**src/rtl/osl_pkg.sv**
```systemverilog
// Package for the oscillator source lockout controller
// Assumes a single 20 MHz system clock and an active-low reset
package osl_pkg;

	// ************************************************************
	// Device register map (reached through the device port)
	// ************************************************************
	localparam logic [3:0] DEV_OSC_CTRL_0   = 4'h0;
	localparam logic [3:0] DEV_SYS_CLK_3    = 4'h1;
	localparam logic [3:0] DEV_SYS_CLK_1    = 4'h2;
	localparam logic [3:0] DEV_FAST_DIV     = 4'h3;
	localparam logic [3:0] DEV_TRIM_1       = 4'h4;
	localparam logic [3:0] DEV_TRIM_3       = 4'h5;
	localparam logic [3:0] DEV_TRIM_4       = 4'h6;
	localparam logic [3:0] DEV_TRIM_5       = 4'h7;
	localparam logic [3:0] DEV_TRIM_6       = 4'h8;
	localparam logic [3:0] DEV_TRIM_7       = 4'h9;
	localparam logic [3:0] DEV_TIMER_C_CTL1 = 4'ha;
	localparam logic [3:0] DEV_TIMER_D_CTL0 = 4'hb;
	localparam logic [3:0] DEV_TIMER_D_CTL1 = 4'hc;
	localparam logic [3:0] DEV_CAPTURE_SEL  = 4'hd;

	// ************************************************************
	// Field positions and values
	// ************************************************************
	localparam int          OSC_ENABLE_BIT   = 0;
	localparam int          OSC_SOURCE_BIT   = 1;
	localparam int          OSC_RESERVED_BIT = 2;
	localparam int          OSC_DIV128_BIT   = 3;
	localparam logic [7:0]  OSC_CTRL_0_RESET = 8'h00;
	localparam logic [7:0]  OSC_CTRL_0_MASK  = 8'h0b;
	localparam int          WAKE_SEL_LO      = 6;
	localparam logic [1:0]  WAKE_FAST        = 2'h2;
	localparam int          SLOW_STOP_BIT    = 4;
	localparam int          CNT_SRC_LO       = 0;
	localparam logic [2:0]  CNT_SRC_40M      = 3'h6;
	localparam logic [2:0]  CNT_SRC_FAST     = 3'h7;
	localparam int          CAP_FAST_BIT     = 0;

	// ************************************************************
	// Controller register map (software side)
	// ************************************************************
	localparam logic [3:0] CR_CMD_ADDR   = 4'h0;
	localparam logic [3:0] CR_CMD_DATA   = 4'h1;
	localparam logic [3:0] CR_CMD_GO     = 4'h2;
	localparam logic [3:0] CR_STATUS     = 4'h3;
	localparam logic [3:0] CR_READ_DATA  = 4'h4;
	localparam logic [3:0] CR_SHADOW_OSC = 4'h5;
	localparam logic [3:0] CR_REFUSALS   = 4'h6;
	localparam int         GO_WRITE_BIT  = 0;
	localparam int         GO_READ_BIT   = 1;

	// Refusal reason codes
	typedef enum logic [2:0] {
		OSL_OK        = 3'h0,
		OSL_BAD_OSC   = 3'h1,
		OSL_BAD_WAKE  = 3'h2,
		OSL_BAD_TRIM  = 3'h3,
		OSL_BAD_CNT   = 3'h4,
		OSL_BAD_CAPT  = 3'h5,
		OSL_BAD_ORDER = 3'h6
	} osl_reason_type;

	// Device port carrier
	typedef struct packed {
		logic       wr;
		logic       rd;
		logic [3:0] addr;
		logic [7:0] wdata;
	} osl_dev_req_type;

	// Software port carrier
	typedef struct packed {
		logic       wr;
		logic       rd;
		logic [3:0] addr;
		logic [7:0] wdata;
	} osl_sw_req_type;

endpackage

```
**src/rtl/osl_ctrl.sv**
```systemverilog
// Host controller that programs the clock device and locks out the
// withdrawn fast oscillator.
// Assumes software on a plain strobe port and the device register port.
//
// Operation
// Never select fast oscillator for any clock
// Keep fast oscillator enable at zero
// Keep source select bit at zero
// Keep divide-by-128 select at zero
// Never program wake clock field to 10b
// Never write divider or trim registers
// Timer C count source not 110b/111b
// Timer D count sources not 110b/111b
// No fast capture trigger for timer C
// No fast capture trigger for timer D
// Reserved and unassigned bits written zero
// Change source only when enabled, slow on
// Oscillator control register resets to zero
// Hold fast clock off, flag forbidden attempts
//
// Implementation choices: the placing of the registers and the plain strobed port.
`timescale 1ns/100ps
module osl_ctrl (
	input  wire logic                     i_clk,
	input  wire logic                     i_rst_n,
	input  wire osl_pkg::osl_sw_req_type  i_sw,
	output logic [7:0]                    o_sw_rdata,
	output osl_pkg::osl_dev_req_type      o_dev,
	input  wire logic [7:0]               i_dev_rdata,
	output logic                          o_refused,
	output logic                          o_fast_clock_off
);

	// ************************************************************
	// State
	// ************************************************************
	typedef enum logic [1:0] {
		OSL_IDLE = 2'b00,
		OSL_READ = 2'b01,
		OSL_WAIT = 2'b10
	} osl_phase_type;

	typedef struct packed {
		osl_phase_type          phase;
		logic [3:0]             cmd_addr;
		logic [7:0]             cmd_data;
		logic                   busy;
		logic                   refused;
		osl_pkg::osl_reason_type reason;
		logic [7:0]             refusals;
		logic [7:0]             read_data;
		logic [7:0]             osc_shadow;
		logic [7:0]             slow_ctrl;
		logic [7:0]             sw_rdata;
		osl_pkg::osl_dev_req_type dev;
	} osl_state_type;

	osl_state_type st_q;
	osl_state_type st_d;
	logic [1:0]    rst_sync_q;
	logic          rst_n;
	osl_pkg::osl_reason_type chk_reason;
	logic          slow_on;

	// ************************************************************
	// Reset release
	// ************************************************************
	// Kept out of the state struct: only the raw reset may clear it
	always_ff @(posedge i_clk or negedge i_rst_n) begin
		if (!i_rst_n) begin
			rst_sync_q <= 2'h0;
		end else begin
			rst_sync_q <= {rst_sync_q[0], 1'b1};
		end
	end
	assign rst_n = rst_sync_q[1];

	// Slow oscillator runs when its stop bit is clear
	assign slow_on = !st_q.slow_ctrl[osl_pkg::SLOW_STOP_BIT];

	// Legality check of the pending command
	osl_guard u_guard (
		.i_addr       (st_q.cmd_addr),
		.i_data       (st_q.cmd_data),
		.i_osc_shadow (st_q.osc_shadow),
		.i_slow_on    (slow_on),
		.o_reason     (chk_reason)
	);

	// ************************************************************
	// Next state
	// ************************************************************
	always_comb begin
		st_d          = st_q;
		st_d.dev      = '0;
		st_d.sw_rdata = 8'h00;
		// Software writes
		if (i_sw.wr) begin
			unique case (i_sw.addr)
				osl_pkg::CR_CMD_ADDR: st_d.cmd_addr = i_sw.wdata[3:0];
				osl_pkg::CR_CMD_DATA: st_d.cmd_data = i_sw.wdata;
				osl_pkg::CR_STATUS: begin
					st_d.refused = 1'b0;
				end
				default: ;
			endcase
		end
		// Software reads
		if (i_sw.rd) begin
			unique case (i_sw.addr)
				osl_pkg::CR_CMD_ADDR:   st_d.sw_rdata = {4'h0, st_q.cmd_addr};
				osl_pkg::CR_CMD_DATA:   st_d.sw_rdata = st_q.cmd_data;
				osl_pkg::CR_STATUS:
					st_d.sw_rdata = {3'h0, st_q.reason, st_q.refused,
					                 st_q.busy};
				osl_pkg::CR_READ_DATA:  st_d.sw_rdata = st_q.read_data;
				osl_pkg::CR_SHADOW_OSC: st_d.sw_rdata = st_q.osc_shadow;
				osl_pkg::CR_REFUSALS:   st_d.sw_rdata = st_q.refusals;
				default:                st_d.sw_rdata = 8'h00;
			endcase
		end
		// Sequencer
		unique case (st_q.phase)
			OSL_IDLE: begin
				if (i_sw.wr && i_sw.addr == osl_pkg::CR_CMD_GO) begin
					if (i_sw.wdata[osl_pkg::GO_READ_BIT]) begin
						st_d.dev.rd   = 1'b1;
						st_d.dev.addr = st_q.cmd_addr;
						st_d.busy     = 1'b1;
						st_d.phase    = OSL_READ;
					end else if (i_sw.wdata[osl_pkg::GO_WRITE_BIT]) begin
						st_d.busy  = 1'b1;
						st_d.phase = OSL_WAIT;
					end
				end
			end
			OSL_READ: begin
				st_d.read_data = i_dev_rdata;
				st_d.busy      = 1'b0;
				st_d.phase     = OSL_IDLE;
			end
			OSL_WAIT: begin
				// Forbidden values never reach the device
				if (chk_reason != osl_pkg::OSL_OK) begin
					st_d.refused  = 1'b1;
					st_d.reason   = chk_reason;
					st_d.refusals = st_q.refusals + 8'h01;
				end else begin
					st_d.dev.wr    = 1'b1;
					st_d.dev.addr  = st_q.cmd_addr;
					st_d.dev.wdata = st_q.cmd_data;
					st_d.reason    = osl_pkg::OSL_OK;
					if (st_q.cmd_addr == osl_pkg::DEV_OSC_CTRL_0) begin
						st_d.osc_shadow = st_q.cmd_data;
					end
					if (st_q.cmd_addr == osl_pkg::DEV_SYS_CLK_1) begin
						st_d.slow_ctrl = st_q.cmd_data;
					end
				end
				st_d.busy  = 1'b0;
				st_d.phase = OSL_IDLE;
			end
			default: begin
				st_d.phase = OSL_IDLE;
			end
		endcase
	end

	// ************************************************************
	// Registers
	// ************************************************************
	always_ff @(posedge i_clk or negedge rst_n) begin
		if (!rst_n) begin
			st_q.phase      <= OSL_IDLE;
			st_q.cmd_addr   <= 4'h0;
			st_q.cmd_data   <= 8'h00;
			st_q.busy       <= 1'b0;
			st_q.refused    <= 1'b0;
			st_q.reason     <= osl_pkg::OSL_OK;
			st_q.refusals   <= 8'h00;
			st_q.read_data  <= 8'h00;
			st_q.osc_shadow <= osl_pkg::OSC_CTRL_0_RESET;
			st_q.slow_ctrl  <= 8'h00;
			st_q.sw_rdata   <= 8'h00;
			st_q.dev        <= '0;
		end else begin
			st_q.phase      <= st_d.phase;
			st_q.cmd_addr   <= st_d.cmd_addr;
			st_q.cmd_data   <= st_d.cmd_data;
			st_q.busy       <= st_d.busy;
			st_q.refused    <= st_d.refused | (st_q.phase == OSL_WAIT &&
			                   chk_reason != osl_pkg::OSL_OK);
			st_q.reason     <= st_d.reason;
			st_q.refusals   <= st_d.refusals;
			st_q.read_data  <= st_d.read_data;
			st_q.osc_shadow <= st_d.osc_shadow;
			st_q.slow_ctrl  <= st_d.slow_ctrl;
			st_q.sw_rdata   <= st_d.sw_rdata;
			st_q.dev        <= st_d.dev;
		end
	end

	// Outputs
	assign o_dev            = st_q.dev;
	assign o_sw_rdata       = st_q.sw_rdata;
	assign o_refused        = st_q.refused;
	assign o_fast_clock_off = !st_q.osc_shadow[osl_pkg::OSC_ENABLE_BIT];
endmodule

```
**src/rtl/osl_guard.sv**
```systemverilog
// Legality check of one device register write
// Assumes inputs from logic on the same clock; output is combinational
`timescale 1ns/100ps
module osl_guard (
	input  wire logic [3:0]          i_addr,
	input  wire logic [7:0]          i_data,
	input  wire logic [7:0]          i_osc_shadow,
	input  wire logic                i_slow_on,
	output osl_pkg::osl_reason_type  o_reason
);

	logic [2:0] cnt_src;
	logic [1:0] wake;

	assign cnt_src = i_data[osl_pkg::CNT_SRC_LO +: 3];
	assign wake    = i_data[osl_pkg::WAKE_SEL_LO +: 2];

	// Classify the write by target register
	always_comb begin
		o_reason = osl_pkg::OSL_OK;
		unique case (i_addr)
			osl_pkg::DEV_OSC_CTRL_0: begin
				if ((i_data & ~osl_pkg::OSC_CTRL_0_MASK) != 8'h00 ||
				    i_data[osl_pkg::OSC_ENABLE_BIT] ||
				    i_data[osl_pkg::OSC_DIV128_BIT] ||
				    i_data[osl_pkg::OSC_SOURCE_BIT]) begin
					o_reason = osl_pkg::OSL_BAD_OSC;
				end else if (i_data[osl_pkg::OSC_SOURCE_BIT] !=
				    i_osc_shadow[osl_pkg::OSC_SOURCE_BIT] &&
				    !(i_osc_shadow[osl_pkg::OSC_ENABLE_BIT] &&
				    i_slow_on)) begin
					o_reason = osl_pkg::OSL_BAD_ORDER;
				end
			end
			osl_pkg::DEV_SYS_CLK_3: begin
				if (wake == osl_pkg::WAKE_FAST) begin
					o_reason = osl_pkg::OSL_BAD_WAKE;
				end
			end
			osl_pkg::DEV_FAST_DIV, osl_pkg::DEV_TRIM_1,
			osl_pkg::DEV_TRIM_3, osl_pkg::DEV_TRIM_4, osl_pkg::DEV_TRIM_5,
			osl_pkg::DEV_TRIM_6, osl_pkg::DEV_TRIM_7: begin
				o_reason = osl_pkg::OSL_BAD_TRIM;
			end
			osl_pkg::DEV_TIMER_C_CTL1, osl_pkg::DEV_TIMER_D_CTL0,
			osl_pkg::DEV_TIMER_D_CTL1: begin
				if (cnt_src == osl_pkg::CNT_SRC_40M ||
				    cnt_src == osl_pkg::CNT_SRC_FAST) begin
					o_reason = osl_pkg::OSL_BAD_CNT;
				end
			end
			osl_pkg::DEV_CAPTURE_SEL: begin
				if (i_data[osl_pkg::CAP_FAST_BIT]) begin
					o_reason = osl_pkg::OSL_BAD_CAPT;
				end
			end
			default: begin
				o_reason = osl_pkg::OSL_OK;
			end
		endcase
	end

endmodule

```
**config.mk**
```make
export PLATFORM = sky130hd
export DESIGN_NAME = osl_ctrl
export DESIGN_NICKNAME = d
export VERILOG_FILES = /design/src/rtl/osl_pkg.sv /design/src/rtl/osl_ctrl.sv /design/src/rtl/osl_guard.sv
export SDC_FILE = /design/constraint.sdc
export NUM_CORES = 1
export LEC_CHECK = 0
export BUFFER_PORTS_ARGS = -buffer_cell sky130_fd_sc_hd__buf_2
export CORE_MARGIN = 5
export CORE_UTILIZATION = 61
export CTS_CLUSTER_SIZE = 14
export DETAILED_ROUTE_END_ITERATION = 8
export PLACE_DENSITY = 0.88
export SYNTH_ARGS = -nofsm -noshare
export SYNTH_HDL_FRONTEND = slang
export SYNTH_SLANG_ARGS = --single-unit
export TNS_END_PERCENT = 50
```
**constraint.sdc**
```tcl
create_clock -name i_clk -period 5.4 [get_ports i_clk]
set_clock_uncertainty 0.05 [all_clocks]
set_input_delay 0.27 -clock i_clk [delete_from_list [all_inputs] [get_ports i_clk]]
set_output_delay 0.27 -clock i_clk [all_outputs]
set_load 0.05 [all_outputs]
```
* After elaboration in Yosys (flattened, before gate mapping)
Cells that the tools add are included.
** Word-level totals
- Bits of input ports :: 24
- Output and inout port bits :: 24
- Bits in registers :: 72
- Logic and storage cells :: 103
** Operators by class
- Bitwise gates (word level) :: 2
- Mux-type cells :: 30
- Reduce and logical (&&, ||, !) cells :: 27
- Add/sub/neg operators :: 1
- Equality and inequality tests :: 27
** Operators by type and width (number)
- case mux 8 bit (6 select lines) :: 1
- == test 4 x 3 -> 1 bit (second input constant) :: 7
- == test 4 bit (second input constant) :: 6
- 2-to-1 mux 12 bit :: 2
- 2-to-1 mux 8 bit :: 3
- == test 4 x 2 -> 1 bit (second input constant) :: 4
- 2-to-1 mux 3 bit :: 5
- case mux 3 bit (5 select lines) :: 1
- 2-to-1 mux 2 bit :: 5
- 2-to-1 mux 5 bit :: 2
- 2-to-1 mux 1 bit :: 9
- AND reduction 3 bit :: 3
- adder 8 x 1 -> 8 bit (second input constant) :: 1
- == test 4 x 1 -> 1 bit (second input constant) :: 2
- zero test 4 bit :: 2
- case mux 4 bit (2 select lines) :: 1
- AND reduction 2 bit :: 4
- nonzero test 8 bit :: 1
- OR reduction 7 bit :: 1
- == test 3 bit (second input constant) :: 2
- == test 2 bit (second input constant) :: 2
- logical AND 1 bit :: 4
- logical OR 1 bit :: 4
- zero test 1 bit :: 3
- other kinds (12) :: 12

* Logic depth before layout (Yosys ltp)
- Depth in word-level cells :: 11
- Gate-level depth with buffers :: 7
- Mapped depth without buffers :: 6

* Cells and area by module
Synthesis repeated with hierarchy kept, for this count alone.
** Second synthesis, totals
- Cells, all modules :: 280
- Area total of the unflattened synthesis :: 3349.5 sq um
** Modules (own cells, without submodules)
- osl_ctrl :: cells each 259, area each 3190.6 sq um, times used 1
- osl_guard :: cells each 21, area each 158.9 sq um, times used 1

* Worst setup path after synthesis
Ideal clock, no wire load.
- Kind :: register to register
- From :: register st_q[61] (netlist name)
- To :: register st_q[47] (netlist name)
- Slack :: 3.320 ns
- Arrival :: 1.905 ns
- Cell stages (with the launch flop) :: 6
- Buffers on the path :: 0
- Cells stage by stage :: dfrtp_1 -> nor4_4 -> o211ai_1 -> a21o_1 -> o41ai_4 -> mux2_4
** Between the ends
- Cells in the longest elaborated chain, start to end :: 8
** RTL lines
- start, declared :: RTL line osl_ctrl.sv:58 : osl_state_type st_q;
- nonzero test 8 bit :: RTL line osl_guard.sv:23 : if ((i_data & ~osl_pkg::OSC_CTRL_0_MASK) != 8'h00 ||
- logical OR 1 bit :: RTL line osl_guard.sv:23
- logical OR 1 bit :: RTL line osl_guard.sv:24 : i_data[osl_pkg::OSC_ENABLE_BIT] ||
- logical OR 1 bit :: RTL line osl_guard.sv:25 : i_data[osl_pkg::OSC_DIV128_BIT] ||
- 2-to-1 mux 3 bit :: RTL line osl_guard.sv:23
- case mux 3 bit (5 select lines) * :: RTL line osl_guard.sv:21 : unique case (i_addr)
- nonzero test 3 bit * :: RTL line osl_ctrl.sv:144 : if (chk_reason != osl_pkg::OSL_OK) begin
- AND reduction 2 bit (no line) *
Mark *: on every way between the ends. The rest lies on a longest branch, timed or not.
A chain may end at the register's enable or synchronous reset.

* Worst setup path in the final report
- From :: register st_q[68] (netlist name)
- To :: register st_q[32] (netlist name)
** Between the ends
- Cells in the longest elaborated chain, start to end :: 6
** RTL lines (RTL line)
- == test 4 x 2 -> 1 bit, or another cell as far along :: osl_guard.sv:21
- OR reduction 7 bit or OR reduction 3 bit (tied branches) :: osl_guard.sv:21
- case mux 3 bit (5 select lines) :: osl_guard.sv:21
- nonzero test 3 bit :: osl_ctrl.sv:144
- inverter 1 bit (no line)
- AND reduction 3 bit (no line) *
Marked as above.

==> out/summary.txt <==
Initial antenna violation count: 0
Final Max Tran Viols: 0
Relative slew slack: 0.296
EDFF count, synth: 0
Rows: 26
Commonest non-fill, non-tap cell in the layout: dfrtp_1
Synth Cell Area: 3220 µm²
Mapped Cells: 291
FMAX: 0.388 GHz
Fill cells: 374
Hold/Removal Path Class: in2reg
Distinct cells, synth: 44
Total grt overflow: 0
Total track usage: 0.215
I/O Buffers: 47
First-pass GRT wire length: 10600 µm
Reg area: 1700 µm²
Status: completed
RSZ-0062 raised after global routing: no
Tot Pwr: 1.44 mW
Slowest stage cell, crit path: nor4_2
Starting Density: 0.631
Clock Latency Late Sink: 350 ps
Slack of the critical path: 2820 ps
Full die area: 6840 µm²
# setup viols final: 0
Slew @ Worst Pin: 1040 ps
Critical path capture point type: flop
Final worst-path cycle share: 0.477
Vias post-DR: 2207
Area Growth Syn to Fin: 8.77%
Top_reg_cell synth: dfrtp_1
Post-layout min period: 2580 ps
Largest net degree at the start of global routing: 67
Detail Route Antenna Nets: 0
Startpoint Class: flop
Flop pwr share: 0.501
Via/cell ratio: 5.62
Cts bufs inserted: 9
# DRC: 0
Final setup TNS: 0 ps
Comb pwr share: 0.267
Final Hold Vio Count: 0
Wirelength, routed: 6350 µm
Die height: 82.7 µm
Synth Net Count: 319
Asr flop ratio synth: 1.00
Syn_area_per_cell: 11.1 µm²
H-tree levels: 3
Post-synthesis sequential area ratio: 0.528
Final core occ: 0.687
GPL Wtd Cong: 0.946
Hold slack: 100 ps
Power per cell area: 410 nW/µm²
P_int: 0.945 mW
Maximum fanout along the worst path: 13
Post-CTS Resized: 0
Total core area: 5110 µm²
Critical Path AT: 2770 ps
Crit path kind: reg2reg
CTS clock-pin slew for the worst setup and hold paths: 70 ps
Pleak: 1.71 nW
Clock Sinks: 68
Register bit total from synthesis: 68
Worst path cell trace: nor2b_1 > o2111ai_1 > o21ai_0 > nor4_2 > nand2_1 > and2_1
Number of global-route vias before repair: 2155
Drt pass-1 iters: 5
Die width: 82.7 µm
Commonest non-fill, non-tap cells in the layout: 67 x dfrtp_1, 47 x buf_2, 24 x nand2_1, 23 x mux2_2, 22 x nor2_1
Boundary Pins: 48
Power share of the clock group: 0.232
Delay-heaviest family, CP: simple AND/OR/NAND/NOR gates
Pre-CTS setup slack: 2870 ps
Clock Tree Buf Depth: 2
Share of cells above drive strength 1: 0.285
Switch Pwr: 0.493 mW
CTS root buffer: clkbuf_8
Sw frac: 0.343
Required @ worst endpoint: 5590 ps
Synth Warn #: 0
Critical path buffer and inverter count: 0
Footprint of the multi-input gates: 1280 µm²
Initial DRC count: 254
Worst path max stage delay: 780 ps
VDD IR-drop max: 0.000300 V
DP Wirelength: 4510 µm
Final net count: 347
Max-cap violations: 0
Routed WL per cell: 16.1 µm
CTS tree: yes
Ant diodes: 0
==> cells in the mapped netlist, types with 2 or more instances <==
master    number  share of area
inv_1          8         0.0093
mux2_2        23          0.080
o21ai_0        8          0.012
ha_1           4          0.016
a22oi_1        3         0.0070
xnor2_1        2         0.0054
and2_1        19          0.037
nand2_1       24          0.028
xor2_1         5          0.014
nand3_1        4         0.0062
a31oi_1        2         0.0039
a21oi_1        9          0.014
and3_1         4         0.0078
a21o_1         2         0.0047
nor3_1         4         0.0062
dfrtp_1       68           0.53
nor4_2         2         0.0078
nand2b_1       2         0.0039
buf_1          2         0.0023
buf_2          5         0.0078
mux2i_1        7          0.022
nor4_1         3         0.0058
nor3b_1        3         0.0070
nor2b_1        7          0.014
a211oi_1       3         0.0070
clkbuf_1       3         0.0035
nor2_1        22          0.026
a221oi_1       6          0.016
buf_4         22          0.051
==> repair_timing <==
item | in CTS | in global routing
hold buffers | 1 | 0
setup buffers | 0 | 0
hold endpoints to repair | 2 | 0
==> state kept, by name (all words and copies together) (netlist names) <==
| signal | count |
|---|---|
| st_q | 43 |
| o_sw_rdata | 8 |
| rst_sync_q | 2 |
| o_dev | 14 |
| o_refused | 1 |
==> path summary, 6_finish.rpt <==
| check | start | end | slack, ps | cells past startpoint |
|---|---|---|---|---|
| hold reg to reg | rst_sync_q[0] | rst_sync_q[1] | 300 | 0 |
| hold / removal | i_dev_rdata[3] | st_q[41] | 100 | 2 |
| setup reg to reg | st_q[68] | st_q[32] | 2820 | 6 |
| setup / recovery | st_q[68] | st_q[32] | 2820 | 6 |
| max in group asynchronous | rst_sync_q[1] | o_sw_rdata[2] | 4390 | 1 |
| min in group asynchronous | i_rst_n | rst_sync_q[0] | 180 | 2 |
==> power by group through the flow <==
stage	Combinational [mW]	Sequential [mW]	Clock (mW)
global route	0.427	0.731	0.368
CTS	0.385	0.717	0.340
finish	0.384	0.720	0.334
global placement	0.370	0.717	0
detailed placement	0.381	0.725	0
floorplan	0.314	0.698	0
==> cells by family (layout without fill, tap and decap cells) <==
family                   after synthesis  after routing  synth area share
adder cells (fa/ha/maj)                4              4            0.0155
XOR/XNOR                               7              7            0.0190
AND/OR/NAND/NOR                       99             99             0.165
multiplexers                          31             31             0.107
flip-flops                            68             68             0.528
buffers and inverters                 40             72            0.0741
AO/OA/AOI/OAI                         41             41            0.0912
other                                  1              1           0.00116
==> per-layer routing <==
metal	global-route usage	part of all wire
met5	0	0
met4	0.0997	0.021
met3	0.0564	0.077
met2	0.325	0.45
met1	0.290	0.45
==> metrics by stage <==
stage / cell area, µm² / instances
4_1_cts: 3510 / 393
6_report: 3510 / 393
2_1_floorplan: 3220 / 291
3_5_place_dp: 3350 / 377
5_1_grt: 3510 / 393
3_3_place_gp: 3350 / 377
==> layout make-up <==
class | count | share of cell area
Inverter | 8 | 0.00856
Multi-Input combinational cell | 183 | 0.366
Timing Repair Buffer | 49 | 0.0721
Tap cell | 70 | 0.0250
Clock buffer | 12 | 0.0385
Sequential cell | 68 | 0.486
Clock inverter | 3 | 0.00428
Note: power is estimated with default switching activity, not from simulation.
